===== config.mk =====
export PLATFORM = sky130hd
export DESIGN_NAME = rail_strobe_assignment_regs
export DESIGN_NICKNAME = d
export VERILOG_FILES = /design/src/design/strobe_sel_pkg.sv /design/src/design/rail_strobe_assignment_regs.sv /design/src/design/strobe_slot_decode.sv
export VERILOG_INCLUDE_DIRS = /design/src /design/src/design
export SDC_FILE = /design/constraint.sdc
export NUM_CORES = 1
export LEC_CHECK = 0
export BUFFER_PORTS_ARGS = -buffer_cell sky130_fd_sc_hd__buf_2
export CAP_MARGIN = 10
export CORE_MARGIN = 1
export CORE_UTILIZATION = 40
export CTS_BUF_LIST = sky130_fd_sc_hd__clkbuf_2
export DETAILED_ROUTE_END_ITERATION = 6
export MAX_ROUTING_LAYER = met4
export PLACE_DENSITY_LB_ADDON = 0.3
export RECOVER_POWER = 50
export SLEW_MARGIN = 15
export SYNTH_ARGS = -nofsm -noshare
export SYNTH_HDL_FRONTEND = slang
export SYNTH_SLANG_ARGS = --single-unit
export TNS_END_PERCENT = 1

===== constraint.sdc =====
create_clock -name CLK -period 1.3 [get_ports CLK]
set_input_delay 0.13 -clock CLK [delete_from_list [all_inputs] [get_ports CLK]]
set_output_delay 0.13 -clock CLK [all_outputs]
set_load 0.02 [all_outputs]

===== src/design/strobe_sel_map.svh =====
// register offsets, field positions, reset values for the rail strobe assignment slice
// assumes inclusion by bare name from the package and design files
`ifndef STROBE_SEL_MAP_SVH
`define STROBE_SEL_MAP_SVH

`define BACKUP_SEL_ADDR        8'h24
`define REG_SW_SEL_ADDR        8'h25
`define BACKUP_SEL_RESET       8'h12
`define REG_SW_SEL_RESET       8'h63
`define BACKUP_SEL_WMASK       8'h33
`define BACKUP_B_LSB           4
`define BACKUP_A_LSB           0
`define SWITCH_LSB             4
`define LINREG_LSB             0
`define BACKUP_B_RESET         2'h1
`define BACKUP_A_RESET         2'h2
`define SWITCH_RESET           4'h6
`define LINREG_RESET           4'h3
`define WIDE_FIRST_CODE        4'h3
`define WIDE_LAST_CODE         4'hA
`define WIDE_STROBE_OFFSET     4'h0
`define STROBE_COUNT           10

`endif


===== src/design/strobe_sel_pkg.sv =====
// types shared by the strobe assignment registers, the bench and the checker
// assumes the map header sits beside it
`include "strobe_sel_map.svh"

package strobe_sel_pkg;

  typedef struct packed {
    logic       wr_en;
    logic       rd_en;
    logic [7:0] addr;
    logic [7:0] wdata;
  } reg_req_t;

  typedef struct packed {
    logic [1:0] backup_b;
    logic [1:0] backup_a;
    logic [3:0] low_volt_switch;
    logic [3:0] linear_reg;
  } sel_fields_t;

  typedef enum logic [1:0] {
    ST_IDLE,
    ST_UNLOCKED
  } lock_state_t;

endpackage


===== src/design/rail_strobe_assignment_regs.sv =====
// Summary of operation
// - backup converter b selector in bits 5:4; 1h strobe 1, 2h strobe 2
// - backup converter a selector in bits 1:0, same coding as converter b
// - strobes 1 and 2 act only while the freshness seal flag is 0
// - wide selectors decode 3h..Ah as strobes 3..10, else unsequenced
// - register 25h resets 63h: switch selector 7:4, regulator selector 3:0
// - register 24h resets 12h; bits 7:6 and 3:2 read zero, not writable
//
// register slice of the power-up sequencer: strobe slot assignment for four rails
// assumes requests synchronous to CLK, unlock pulse from the password checker
`timescale 1ns/1ps
`include "strobe_sel_map.svh"

module rail_strobe_assignment_regs (
  input  wire logic                      CLK,
  input  wire logic                      RST,
  input  wire logic                      CE,
  input  wire strobe_sel_pkg::reg_req_t  REQ,
  input  wire logic                      UNLOCK_OK,
  input  wire logic                      FRESHNESS_SEAL_FLAG,
  input  wire logic                      POWER_DOWN,
  output logic      [7:0]                RDATA,
  output logic                           WR_ACCEPTED,
  output logic      [9:0]                BACKUP_A_SLOTS,
  output logic      [9:0]                BACKUP_B_SLOTS,
  output logic      [9:0]                LINEAR_REG_SLOTS,
  output logic      [9:0]                SWITCH_SLOTS,
  output logic                           BACKUP_A_OFF_ALLOWED,
  output logic                           BACKUP_B_OFF_ALLOWED
);

  // ----------------------------------------------------------------
  // state
  // ----------------------------------------------------------------
  typedef struct packed {
    strobe_sel_pkg::sel_fields_t sel;
    strobe_sel_pkg::lock_state_t lock;
    logic [7:0]                  rdata;
    logic                        accepted;
  } state_t;

  state_t state_ff;
  state_t nxt_state;
  logic   early_ok;
  logic   hit_backup;
  logic   hit_reg_sw;

  function automatic logic [7:0] read_mux(input logic [7:0] addr,
                                         input strobe_sel_pkg::sel_fields_t s);
    read_mux = 8'h00;
    if (addr == `BACKUP_SEL_ADDR) begin
      // reserved bits stay zero by construction
      read_mux = {2'b00, s.backup_b, 2'b00, s.backup_a};
    end else if (addr == `REG_SW_SEL_ADDR) begin
      read_mux = {s.low_volt_switch, s.linear_reg};
    end
  endfunction

  assign hit_backup = REQ.addr == `BACKUP_SEL_ADDR;
  assign hit_reg_sw = REQ.addr == `REG_SW_SEL_ADDR;

  // ----------------------------------------------------------------
  // next state
  // ----------------------------------------------------------------
  always_comb begin
    nxt_state          = state_ff;
    nxt_state.accepted = 1'b0;
    case (state_ff.lock)
      strobe_sel_pkg::ST_IDLE: begin
        if (UNLOCK_OK) begin
          nxt_state.lock = strobe_sel_pkg::ST_UNLOCKED;
        end
      end
      strobe_sel_pkg::ST_UNLOCKED: begin
        // any write relocks, so each write needs a fresh unlock
        if (REQ.wr_en) begin
          nxt_state.lock = strobe_sel_pkg::ST_IDLE;
          if (hit_backup) begin
            nxt_state.sel.backup_b = REQ.wdata[`BACKUP_B_LSB +: 2];
            nxt_state.sel.backup_a = REQ.wdata[`BACKUP_A_LSB +: 2];
            nxt_state.accepted     = 1'b1;
          end else if (hit_reg_sw) begin
            nxt_state.sel.low_volt_switch = REQ.wdata[`SWITCH_LSB +: 4];
            nxt_state.sel.linear_reg      = REQ.wdata[`LINREG_LSB +: 4];
            nxt_state.accepted            = 1'b1;
          end
        end
      end
      default: begin
        nxt_state.lock = strobe_sel_pkg::ST_IDLE;
      end
    endcase
    if (REQ.rd_en) begin
      nxt_state.rdata = read_mux(REQ.addr, state_ff.sel);
    end
  end

  // ----------------------------------------------------------------
  // registers
  // ----------------------------------------------------------------
  always_ff @(posedge CLK or posedge RST) begin
    if (RST) begin
      state_ff.sel.backup_b        <= `BACKUP_B_RESET;
      state_ff.sel.backup_a        <= `BACKUP_A_RESET;
      state_ff.sel.low_volt_switch <= `SWITCH_RESET;
      state_ff.sel.linear_reg      <= `LINREG_RESET;
      state_ff.lock                <= strobe_sel_pkg::ST_IDLE;
      state_ff.rdata               <= 8'h00;
      state_ff.accepted            <= 1'b0;
    end else if (CE) begin
      state_ff <= nxt_state;
    end
  end

  // ----------------------------------------------------------------
  // strobe slot decode
  // ----------------------------------------------------------------
  assign early_ok = ~FRESHNESS_SEAL_FLAG;

  strobe_slot_decode #(.SEL_W(2)) u_dec_a (
    .sel      (state_ff.sel.backup_a),
    .early_ok (early_ok),
    .slot     (BACKUP_A_SLOTS)
  );

  strobe_slot_decode #(.SEL_W(2)) u_dec_b (
    .sel      (state_ff.sel.backup_b),
    .early_ok (early_ok),
    .slot     (BACKUP_B_SLOTS)
  );

  strobe_slot_decode #(.SEL_W(4)) u_dec_l (
    .sel      (state_ff.sel.linear_reg),
    .early_ok (1'b1),
    .slot     (LINEAR_REG_SLOTS)
  );

  strobe_slot_decode #(.SEL_W(4)) u_dec_s (
    .sel      (state_ff.sel.low_volt_switch),
    .early_ok (1'b1),
    .slot     (SWITCH_SLOTS)
  );

  // broken seal: backup rails stay on through power-down regardless of selector
  assign BACKUP_A_OFF_ALLOWED = POWER_DOWN & ~FRESHNESS_SEAL_FLAG
                                & (BACKUP_A_SLOTS != 10'h000);
  assign BACKUP_B_OFF_ALLOWED = POWER_DOWN & ~FRESHNESS_SEAL_FLAG
                                & (BACKUP_B_SLOTS != 10'h000);

  assign RDATA       = state_ff.rdata;
  assign WR_ACCEPTED = state_ff.accepted;

endmodule


===== src/design/strobe_slot_decode.sv =====
// decodes one strobe selector field into a one-hot strobe slot vector
// assumes selectors are stable register outputs; purely combinational
`timescale 1ns/1ps
`include "strobe_sel_map.svh"

module strobe_slot_decode #(
  parameter int SEL_W = 4
) (
  input  wire logic [SEL_W-1:0] sel,
  input  wire logic             early_ok,
  output logic      [9:0]       slot
);

  initial begin
    if (SEL_W != 2 && SEL_W != 4) begin
      $error("strobe selector width must be 2 or 4");
    end
  end

  always_comb begin
    slot = 10'h000;
    if (SEL_W == 2) begin
      // narrow field: 1h, 2h pick strobes 1 and 2, others unsequenced
      if (sel == 1 && early_ok) begin
        slot[0] = 1'b1;
      end else if (sel == 2 && early_ok) begin
        slot[1] = 1'b1;
      end
    end else begin
      if (sel >= `WIDE_FIRST_CODE && sel <= `WIDE_LAST_CODE) begin
        slot[sel - 1] = 1'b1;
      end
    end
  end

endmodule


After elaboration in Yosys (flattened, before gate mapping):

Index checks and enable logic that the tools add are counted.
Widths: inputs -> output; s select.

* register bits after elaboration: 23
* bits in latches: 0
* bits in writable memories: 0
* bits in read-only memories: 0
* input port bits: 24
* output and inout bits: 51
* logic and storage cells: 67
* memories: 0

* add/sub/neg operators: 2
* $mul: 0
* div/mod/pow operators: 0
* order comparisons: 8
* equal/unequal tests: 9
* shifts and indexed selects: 0
* mux-type cells: 21
* bitwise gates (word level): 5
* reductions and logical operators: 15

Operator list (number)
* $ge 32x1->1 const B: 2
* $lt 32x5->1 const B: 2
* $mux 10: 2
* $reduce_bool 10->1: 2
* $eq 8x6->1 const B: 2
* $mux 8: 2
* $mux 1: 12
* $sub 4x1->5 const B: 2
* $demux 1 s4: 2
* $ge 4x2->1 const B: 2
* $le 4x4->1 const B: 2
* $logic_and 1x1->1: 8
* $eq 2x1->1 const B: 3
* $reduce_and 5->1: 1
* $eq 2x2->1 const B: 2
* $mux 2: 2
* $ne 2x2->1 const B: 2
* $pmux 2 s2: 1
* $reduce_and 4->1: 1
* $and 1x1->1: 3
* $reduce_and 3->1: 1
* $logic_not 2->1: 1
* $not 1->1: 2
* $reduce_and 2->1: 1

Longest topological paths before layout:

Gate-level depths: netlist (run 1).

* depth after elaboration: 6
* depth in mapped cells: 4
* mapped depth without buffers: 3

By module:

Synthesis (run 1) repeated with hierarchy kept, for this count alone.

* cells, all modules: 137
* area total of the unflattened synthesis: 1461.4 um^2

Modules (own cells, without submodules)
* rail_strobe_assignment_regs: instances 1, cells each 93, area each 1081.0 um^2, sequential area each 558.0 um^2
* strobe_slot_decode at u_dec_l ...: instances 2, cells each 11, area each 108.9 um^2, sequential area each 0.0 um^2
* strobe_slot_decode at u_dec_a ...: instances 2, cells each 11, area each 81.3 um^2, sequential area each 0.0 um^2

Worst setup path after synthesis (run 1):

No wires, ideal clock.

* path type: register to register
* start point: register state_ff[9] (netlist bit)
* end point: register, netlist name state_ff[19]
* setup time: 125 ps
* arrival: 1158 ps
* required time: 1175 ps
* slack: 17 ps
* cell stages (with the launch flop): 4
* buffers on the path: 0
* clock period less this slack: 1283 ps
* cell sequence: dfrtp_1 and3_1 and4b_4 mux2_2

* cells in the longest elaborated chain, start to end: 2

Ends and longest elaborated chain
* start, declared: line rail_strobe_assignment_regs.sv:42 `state_t state_ff;`
* start signal, assigned: line rail_strobe_assignment_regs.sv:111 `state_ff <= nxt_state;`
* $eq 2x1->1: line rail_strobe_assignment_regs.sv:68 `case (state_ff.lock)`
* $reduce_and 4->1 (no line)

Every way passes these cells.
A chain may end at the register's enable or synchronous reset.

Worst setup path in the final report (run 1):

* start point: register, netlist name state_ff[16]
* end point: output port SWITCH_SLOTS[2]

* cells in the longest elaborated chain, start to end: 6
* elaborated cells between the ends (all ways): 10
* classes of those cells: add/sub (1); order compare (4); mux (3); reduce/logical (2)

Ends and longest elaborated chain
* $sub 4x1->5: line strobe_slot_decode.sv:31 `slot[sel - 1] = 1'b1;`
* $ge 32x1->1 (not written as such) / $lt 32x5->1 (equally long branches): line strobe_slot_decode.sv:31
* $logic_and 1x1->1 (not written as such): line strobe_slot_decode.sv:31
* $mux 1 (not written as such): line strobe_slot_decode.sv:31
* $demux 1 s4
* $mux 10 (*): line strobe_slot_decode.sv:30 `` if (sel >= `WIDE_FIRST_CODE && sel <= `WIDE_LAST_CODE) begin ``
* end, declared: line rail_strobe_assignment_regs.sv:27 `output logic [9:0] SWITCH_SLOTS,`

Mark *: on every way between the ends. The rest lies on a longest branch, timed or not.

==> results.sh, run 1 <==
export IMPL_wl_met2_um=1710
export IMPL_final_area_mm2=0.00182
export IMPL_synth_warnings=0
export IMPL_tightest_slew_ns=0.531
export IMPL_reg2regPathDepth=3
export IMPL_synth_seq_cells=22
export IMPL_grt_setup_unrepaired="yes"
export IMPL_antenna_found_initial=0
export IMPL_remaining_drc_errors=0
export IMPL_first_iter_violations=8
export IMPL_hpwlAfterDp_um=2300
export IMPL_clock_fmax_mhz=703
export IMPL_vdd_drop_max_mv=0.503
export IMPL_wl_met3_um=146
export IMPL_worstPathMaxFanout=5
export IMPL_wl_met1_um=1190
export IMPL_crit_slowest_cell="dfstp_2"
export IMPL_die_h_um=60.2
export IMPL_skew_ns=0.00542
export IMPL_post_route_min_period_ns=1.42
export IMPL_wire_per_inst_um=12.4
export IMPL_finalCritPeriodShare_pct=109
export IMPL_violations="negative setup slack"
export IMPL_syn_cell_area_mm2=0.00135
export IMPL_crit_path_start_kind="register"
export IMPL_relSlewSlack_pct=64.6
export IMPL_synth_edf_count=0
export IMPL_numPortBuffers=54
export IMPL_worstPathArrival_ns=1.29
export IMPL_core_mm2=0.00313
export IMPL_required_ns=1.17
export IMPL_cts_max_path_buffers=2
export IMPL_fin_ws_ns=-0.123
export IMPL_drive_above_1_share_pct=54.9
export IMPL_whs_path_depth=2
export IMPL_synthCells=140
export IMPL_numCtsBuffers=3
export IMPL_ios=75
export IMPL_antenna_cells=0
export IMPL_syn_to_final_growth_pct=34.6
export IMPL_worstPathCellList="nand2_1, nor3_1, buf_2"
export IMPL_worstSetupPathType="register to primary output"
export IMPL_cts_root_buf="clkbuf_2"
export IMPL_clkSlewWorstSetupHoldPaths_ns=0.20
export IMPL_postPlaceCellArea_mm2=0.00159
export IMPL_drt_pass1_iter_count=4
export IMPL_grt_pass1_wl_um=4780
export IMPL_clk_latency_ns=0.31
export IMPL_start_util_pct=43.3
export IMPL_min_path_type="primary input to register"
export IMPL_die_w_um=60.2
export IMPL_synthFlopType="dfrtp_1"
export IMPL_power_density_mw_per_mm2=649
export IMPL_final_common_cell="buf_2"
export IMPL_h_tree_depth=1
export IMPL_cellLeakagePower_nw=0.940
export IMPL_overflow=0
export IMPL_layout_common_cells="buf_2 (38), buf_4 (29), conb_1 (20)"
export IMPL_drtAntennaViolNets=0
export IMPL_grt_max_degree=23
export IMPL_drt_total_wl_um=3080
export IMPL_hold_ws_ns=0.0357
export IMPL_tritoncts="done"
export IMPL_route_top_layer_used="met4"
export IMPL_synthArstFlopShare_pct=100
export IMPL_viasPerCell=4.48
export IMPL_fillers=285
export IMPL_worst_setup_path_end_kind="primary output"
export IMPL_finalHoldViolCount=0
export IMPL_drv_cap=0
export IMPL_final_nets=230
export IMPL_gp_congestion=0.774
export IMPL_dieArea_mm2=0.00362
export IMPL_num_vias=1110
export IMPL_first_global_vias=1059
export IMPL_status="finished, violations left"
export IMPL_avgSynthCellArea_um2=9.67
export IMPL_cts_sinks=22
export IMPL_synthDistinctLibCells=22
export IMPL_grt_usage_pct=18.6
export IMPL_slowest_delay_ns=0.60
export IMPL_setup_viol=26
export IMPL_report_final_slew_viol_count=0
export IMPL_rows=20
export IMPL_ys_seq_area_share_pct=41.2
[critical path, delay by kind of cell (launching register included)]
family	cells	cell delay, ns
and+or+nand+nor	2	0.20
DFF	1	0.60
buffers and inverters	1	0.19
[routing by layer]
layer  track usage (%)  vias to the layer above
met3              1.95                        4
met2              33.3                       39
met4              6.31                        0
met5                 -                        -
li1                  -                      549
met1              21.4                      518
[logic make-up after synthesis]
kind of cell	count (synthesis)	synth area share, %
AND/OR/NAND/NOR	57	23.7
buffers and inverters	32	16.7
flip-flops	22	41.2
multiplexers	16	12.9
AO/OA/AOI/OAI	12	5.18
other	1	0.277
[per-stage QoR]
stage                     instances  total power [mW]  setup slack (ns)  util [%]  TNS [ns]
after detailed placement        233             0.916           -0.0551      50.8    -0.362
after CTS                       248              1.19            -0.122      57.0     -2.11
after global routing            248              1.25            -0.209      58.2     -4.24
final                           248              1.18            -0.123      58.2     -2.09
after floorplan                 159             0.884            0.0173         -         0
after global placement          233             0.910           -0.0138      50.8   -0.0266
[area by class of cell]
class                      instances  area, um^2  share of cell area [%]
multi-input combinational        105         719                    39.5
inverter                           2        7.51                   0.412
clock buffer                       3        15.0                   0.824
sequential                        22         559                    30.7
timing repair buffer              72         465                    25.5
tap                               44        55.1                    3.02
[Yosys cell counts (all sizes together) (2+ instances only)]
| cell | number | share of area [%] |
|---|---|---|
| buf | 28 | 16 |
| dfrtp | 16 | 30 |
| nor2 | 15 | 4.2 |
| nand2b | 13 | 6.0 |
| mux2 | 12 | 10 |
| nand2 | 12 | 3.3 |
| dfstp | 6 | 12 |
| nand3 | 6 | 2.2 |
| nor3 | 6 | 2.2 |
| o21ai | 5 | 1.8 |
| mux2i | 4 | 3.0 |
| o31ai | 4 | 2.2 |
| a21oi | 3 | 1.1 |
| clkbuf | 2 | 0.65 |
| inv | 2 | 0.55 |
[worst paths after layout]
path	slack, ns	from	end
setup reg to reg	-0.06	state_ff[9]$_DFFE_PP0P_	state_ff[19]$_DFFE_PP0P_
setup / recovery	-0.12	state_ff[16]$_DFFE_PP1P_	SWITCH_SLOTS[2]
min in group asynchronous	0.45	RST	WR_ACCEPTED$_DFFE_PP0P_
hold / removal	0.04	REQ[6]	state_ff[17]$_DFFE_PP1P_
hold reg to reg	0.49	RDATA[4]$_DFFE_PP0P_	RDATA[4]$_DFFE_PP0P_
max in group asynchronous	0.48	RST	state_ff[15]$_DFFE_PP0P_
[report_power, final]
part	switching (mW)	internal (mW)	total (mW)
Sequential	0.0132	0.702	0.715
Clock	0.193	0.0630	0.256
Combinational	0.132	0.0787	0.211
Total	0.338	0.844	1.18
[what timing repair did]
item / 4_1_cts / 5_1_grt
pin swaps: 7 / 0
endpoints found under the hold margin: 16 / 0
setup buffers: 11 / 0
resized for setup: 25 / 12
endpoints found under the setup margin: 26 / 26
hold buffers: 1 / 0
[registers in the layout (all words and copies together), names as in the netlist]
signal and flops:
WR_ACCEPTED 1, RDATA 8, state_ff 13
Note: power is estimated with default switching activity, not from simulation.
==> inputs of run 2 (changes only) <==
Settings changed: BUFFER_PORTS_ARGS -buffer_cell sky130_fd_sc_hd__buf_2 to -buffer_cell sky130_fd_sc_hd__clkbuf_2.
==> run 2 against run 1 <==
The flow still finishes with violations (negative setup slack). Count of clock-buffer cells in the layout rose by 1. Die area did not move. Maximum frequency fell by 2.9%. Final area rose by 2.7%. Critical endpoint is now LINEAR_REG_SLOTS[2].
==> results.sh, run 2 (synthesized netlist as in run 1, its figures left out) <==
export IMPL_setup_viol=26
export IMPL_drt_total_wl_um=3170
export IMPL_relSlewSlack_pct=64.2
export IMPL_antenna_cells=0
export IMPL_start_util_pct=43.3
export IMPL_grt_max_degree=23
export IMPL_r2r_end="state_ff[22]$_DFFE_PP0P_"
export IMPL_tightest_slew_ns=0.537
export IMPL_overflow=0
export IMPL_postPlaceCellArea_mm2=0.00157
export IMPL_tritoncts="done"
export IMPL_die_h_um=60.2
export IMPL_remaining_drc_errors=0
export IMPL_first_global_vias=1074
export IMPL_rows=20
export IMPL_final_util_pct=59.8
export IMPL_finalHoldViolCount=0
export IMPL_h_tree_depth=1
export IMPL_crit_path_start_kind="register"
export IMPL_hold_ws_ns=0.0461
export IMPL_whs_path_depth=2
export IMPL_antenna_found_initial=0
export IMPL_stdcell_count=252
export IMPL_clock_fmax_mhz=682
export IMPL_top_register="state_ff"
export IMPL_min_to="state_ff[20]$_DFFE_PP1P_"
export IMPL_drive_above_1_share_pct=54.8
export IMPL_cts_max_path_buffers=2
export IMPL_grt_pass1_wl_um=4570
export IMPL_grt_setup_unrepaired="yes"
export IMPL_power_density_mw_per_mm2=651
export IMPL_num_vias=1169
export IMPL_regArea_um2=562
export IMPL_final_common_cell="clkbuf_2"
export IMPL_crit_reg2reg_launch="state_ff[9]$_DFFE_PP0P_"
export IMPL_multi_input_area_um2=738
export IMPL_viasPerCell=4.64
export IMPL_p_int_mw=0.868
export IMPL_largest_reg_flops=13
export IMPL_r2r_slack_ns=-0.04
export IMPL_p_clk_share_pct=23.2
export IMPL_required_ns=1.17
export IMPL_crit_slowest_cell="dfstp_2"
export IMPL_syn_to_final_growth_pct=38.2
export IMPL_drt_pass1_iter_count=4
export IMPL_drv_cap=0
export IMPL_dp_cells=232
export IMPL_core_mm2=0.00313
export IMPL_clkSlewWorstSetupHoldPaths_ns=0.19
export IMPL_hpwlAfterDp_um=2330
export IMPL_drtAntennaViolNets=0
export IMPL_cellLeakagePower_nw=0.941
export IMPL_layout_common_cells="clkbuf_2 (40), buf_4 (30), conb_1 (20)"
export IMPL_grt_usage_pct=18.0
export IMPL_first_iter_violations=14
export IMPL_numCtsBuffers=3
export IMPL_finalCritPeriodShare_pct=113
export IMPL_final_area_mm2=0.00187
export IMPL_post_route_min_period_ns=1.47
export IMPL_vdd_drop_max_mv=0.478
export IMPL_cts_sinks=22
export IMPL_final_nets=233
export IMPL_fin_ws_ns=-0.166
export IMPL_slowest_delay_ns=0.62
export IMPL_p_sw_share_pct=28.7
export IMPL_dieArea_mm2=0.00362
export IMPL_wire_per_inst_um=12.6
export IMPL_gp_congestion=0.784
export IMPL_worst_setup_path_end_kind="primary output"
export IMPL_min_from="REQ[1]"
export IMPL_ios=75
export IMPL_cts_root_buf="clkbuf_2"
export IMPL_worstPathMaxFanout=6
export IMPL_numPortBuffers=54
export IMPL_clk_latency_ns=0.33
export IMPL_tns_ns=-2.66
export IMPL_switchingPower_mw=0.350
export IMPL_reg2regPathDepth=3
export IMPL_skew_ns=0.00838
export IMPL_worstPathArrival_ns=1.34
export IMPL_fillers=266
export IMPL_die_w_um=60.2
export IMPL_power_frac_comb_pct=17.9
export IMPL_worstSetupPathType="register to primary output"
export IMPL_violations="negative setup slack"
export IMPL_min_path_type="primary input to register"
export IMPL_pwr_share_seq_pct=58.9
export IMPL_status="finished, violations left"
export IMPL_report_final_slew_viol_count=0
export IMPL_worstPathCellList="nand2_1, nor3_2, buf_4"
-- run 2: power by group through the flow --
stage	Combinational (mW)	Sequential (mW)	Clock, mW
after CTS	0.202	0.715	0.282
after global placement	0.180	0.725	0
after floorplan	0.161	0.722	0
after detailed placement	0.184	0.726	0
final	0.218	0.718	0.283
after global routing	0.238	0.719	0.325
-- run 2: how the worst max path moves through the flow --
stage / from / end / slack, ns / depth (start not counted)
floorplan: state_ff[9]$_DFFE_PP0P_ / state_ff[19]$_DFFE_PP0P_ / 0.02 / 3
global placement: REQ[12] / state_ff[19]$_DFFE_PP0P_ / -0.08 / 5
detailed placement: REQ[12] / state_ff[19]$_DFFE_PP0P_ / -0.09 / 5
CTS: state_ff[12]$_DFFE_PP1P_ / LINEAR_REG_SLOTS[2] / -0.17 / 3
global route: state_ff[12]$_DFFE_PP1P_ / LINEAR_REG_SLOTS[2] / -0.27 / 3
finish: state_ff[12]$_DFFE_PP1P_ / LINEAR_REG_SLOTS[2] / -0.17 / 3
-- run 2: area by class of cell --
class | instances | share of cell area [%]
repair buffers | 75 | 26.1
flip-flops and latches | 22 | 30.0
well taps | 44 | 2.94
inverters | 2 | 0.401
clock buffers | 4 | 1.07
multi-input cells | 105 | 39.5
-- run 2: layer usage --
metal / vias up / wire length [um] / track usage (%)
met5: - / 0 / -
met4: 0 / 28 / 7.31
met3: 6 / 162 / 5.19
met2: 44 / 1730 / 30.9
met1: 553 / 1250 / 19.2
li1: 566 / - / -
-- run 2: per-stage QoR --
step / worst slack (ns) / total power, mW
floorplan: 0.0173 / 0.884
global placement: -0.0768 / 0.905
detailed placement: -0.0911 / 0.911
CTS: -0.171 / 1.20
global route: -0.267 / 1.28
finish: -0.166 / 1.22
-- run 2: what timing repair did --
action / CTS / global route
gates resized for setup: 24 / 35
endpoints found under the hold margin: 16 / 3
setup endpoints to repair: 26 / 26
buffers inserted: 9 / 3
pin swaps: 5 / 3
hold buffers: 1 / 3
-- run 2: critical path, delay by kind of cell, from the launching register on --
family                 cells  cell delay (ns)
DFF                        1             0.62
and+or+nand+nor            2             0.23
buffers and inverters      1             0.16
==> inputs of run 3 (changes only) <==
--- a/config.mk
+++ b/config.mk
@@ -9,4 +9,5 @@
 export BUFFER_PORTS_ARGS = -buffer_cell sky130_fd_sc_hd__clkbuf_2
 export CAP_MARGIN = 10
+export CORE_ASPECT_RATIO = 1.2
 export CORE_MARGIN = 1
 export CORE_UTILIZATION = 40
==> constraint.sdc (replaced) <==
create_clock -name CLK -period 1.3 [get_ports CLK]
set_input_delay 0.13 -clock CLK [delete_from_list [all_inputs] [get_ports CLK]]
set_output_delay 0.13 -clock CLK [all_outputs]
set_load 0.1 [all_outputs]
==> run 3 against run 2 <==
The run still ends with negative setup slack left. Register-to-register slack worse by 0.05 ns. Non-clock buffer count up 4. Setup slack worse by 0.14 ns. Critical endpoint is now SWITCH_SLOTS[3]. Highest routed layer unchanged.
==> results.sh, run 3 (synthesized netlist as in run 1, its figures left out) <==
export IMPL_tightest_slew_ns=0.518
export IMPL_required_ns=1.17
export IMPL_die_h_um=65.7
export IMPL_die_w_um=55.1
export IMPL_syn_to_final_growth_pct=76.6
export IMPL_wire_per_inst_um=14.2
export IMPL_grt_pass1_wl_um=5650
export IMPL_core_mm2=0.00314
export IMPL_pre_cts_slack_ns=-0.0318
export IMPL_min_path_type="primary input to register"
export IMPL_cts_root_buf="clkbuf_2"
export IMPL_first_iter_violations=20
export IMPL_fillers=209
export IMPL_antenna_found_initial=0
export IMPL_finalHoldViolCount=0
export IMPL_crit_path_start_kind="register"
export IMPL_rows=22
export IMPL_violations="negative setup slack"
export IMPL_final_area_mm2=0.00239
export IMPL_finalCritPeriodShare_pct=124
export IMPL_stdcell_count=248
export IMPL_post_route_min_period_ns=1.61
export IMPL_numPortBuffers=54
export IMPL_overflow=0
export IMPL_worstPathCellList="nand2b_4, nor3_4, buf_12"
export IMPL_vdd_drop_max_mv=0.568
export IMPL_start_util_pct=43.1
export IMPL_top_register="state_ff"
export IMPL_drive_above_1_share_pct=64.6
export IMPL_grt_met3_usage_pct=3.01
export IMPL_grt_max_degree=23
export IMPL_tns_ns=-5.49
export IMPL_largest_reg_flops=13
export IMPL_worstPathMaxFanout=4
export IMPL_met2_usage_pct=39.2
export IMPL_gp_congestion=0.825
export IMPL_skew_ns=0.0220
export IMPL_cts_max_path_buffers=2
export IMPL_remaining_drc_errors=0
export IMPL_ios=75
export IMPL_hold_ws_ns=0.0204
export IMPL_clk_latency_ns=0.35
export IMPL_h_tree_depth=1
export IMPL_first_global_vias=1222
export IMPL_worst_path_buf_inv=1
export IMPL_cellLeakagePower_nw=1.03
export IMPL_grt_busiest_layer="met2"
export IMPL_p_total_mw=1.70
export IMPL_drtAntennaViolNets=0
export IMPL_dieArea_mm2=0.00362
export IMPL_fin_ws_ns=-0.310
export IMPL_report_final_slew_viol_count=0
export IMPL_viasPerCell=4.87
export IMPL_worstSetupPathType="register to primary output"
export IMPL_clkSlewWorstSetupHoldPaths_ns=0.23
export IMPL_drv_cap=0
export IMPL_grt_usage_pct=22.4
export IMPL_cts_sinks=22
export IMPL_gr_usage_met1_pct=25.9
export IMPL_numCtsBuffers=3
export IMPL_clock_fmax_mhz=621
export IMPL_drt_total_wl_um=3510
export IMPL_grt_setup_unrepaired="yes"
export IMPL_cp_top_family="flip-flops"
export IMPL_tritoncts="done"
export IMPL_crit_slowest_cell="dfstp_2"
export IMPL_num_vias=1208
export IMPL_drt_pass1_iter_count=4
export IMPL_postPlaceCellArea_mm2=0.00217
export IMPL_dp_cells=235
export IMPL_status="finished, violations left"
export IMPL_antenna_cells=0
export IMPL_hpwlAfterDp_um=2750
export IMPL_slowest_delay_ns=0.64
export IMPL_final_util_pct=76.2
export IMPL_layout_common_cells="clkbuf_2 (27), buf_4 (27), buf_12 (22)"
export IMPL_power_density_mw_per_mm2=710
export IMPL_relSlewSlack_pct=65.5
export IMPL_worstPathArrival_ns=1.48
export IMPL_final_nets=237
export IMPL_worst_setup_path_end_kind="primary output"
export IMPL_setup_viol=26
-- run 3: cell types whose count changed in the layout (fill, tap and decap cells not counted), moves of 2 or more --
cell      change
nand2b_1      -4
clkbuf_4      -2
nor2_4       +11
nor2_2        +3
nor3_4        +5
a21oi_4       +2
nor3_2        -4
clkbuf_2     -13
nand2b_4      +3
nor2_1       -14
buf_4         -3
buf_12       +22
-- run 3: worst paths after layout --
path	from	end	slack, ns	depth (start not counted)
worst max-delay path	state_ff[17]$_DFFE_PP1P_	SWITCH_SLOTS[3]	-0.31	3
worst min-delay path	REQ[3]	state_ff[14]$_DFFE_PP0P_	0.02	2
worst max register to register	state_ff[9]$_DFFE_PP0P_	state_ff[19]$_DFFE_PP0P_	-0.09	3
worst min register to register	RDATA[3]$_DFFE_PP0P_	RDATA[3]$_DFFE_PP0P_	0.52	2
max in group asynchronous	RST	state_ff[13]$_DFFE_PP0P_	0.53	4
min in group asynchronous	RST	state_ff[22]$_DFFE_PP0P_	0.38	4
-- run 3: what timing repair did --
item                                    CTS  global route
pin swaps                                 6             2
setup buffers                             5             0
endpoints found under the setup margin   26            28
hold endpoints to repair                 16             3
resized for setup                        19             4
hold buffers                              1             3
-- run 3: cell type report --
| type | count | area [um^2] | share of cell area (%) |
|---|---|---|---|
| sequential | 22 | 561 | 23.4 |
| tap | 36 | 45.0 | 1.88 |
| inverter | 2 | 7.51 | 0.314 |
| clock buffer | 3 | 15.0 | 0.628 |
| multi-input combinational | 105 | 915 | 38.3 |
| timing repair buffer | 79 | 818 | 34.2 |
| clock inverter | 1 | 30.0 | 1.26 |
-- run 3: power by group --
part	leakage, nW	internal (mW)	switching [mW]
clock network	0.0266	0.265	0.221
logic	0.723	0.107	0.384
registers	0.279	0.703	0.0168
total	1.03	1.08	0.621
-- run 3: metal layers --
layer / up-vias / share of wire, %
met3: 7 / 4.4
li1: 571 / -
met5: - / 0
met4: 0 / 1.6
met2: 44 / 57
met1: 586 / 37
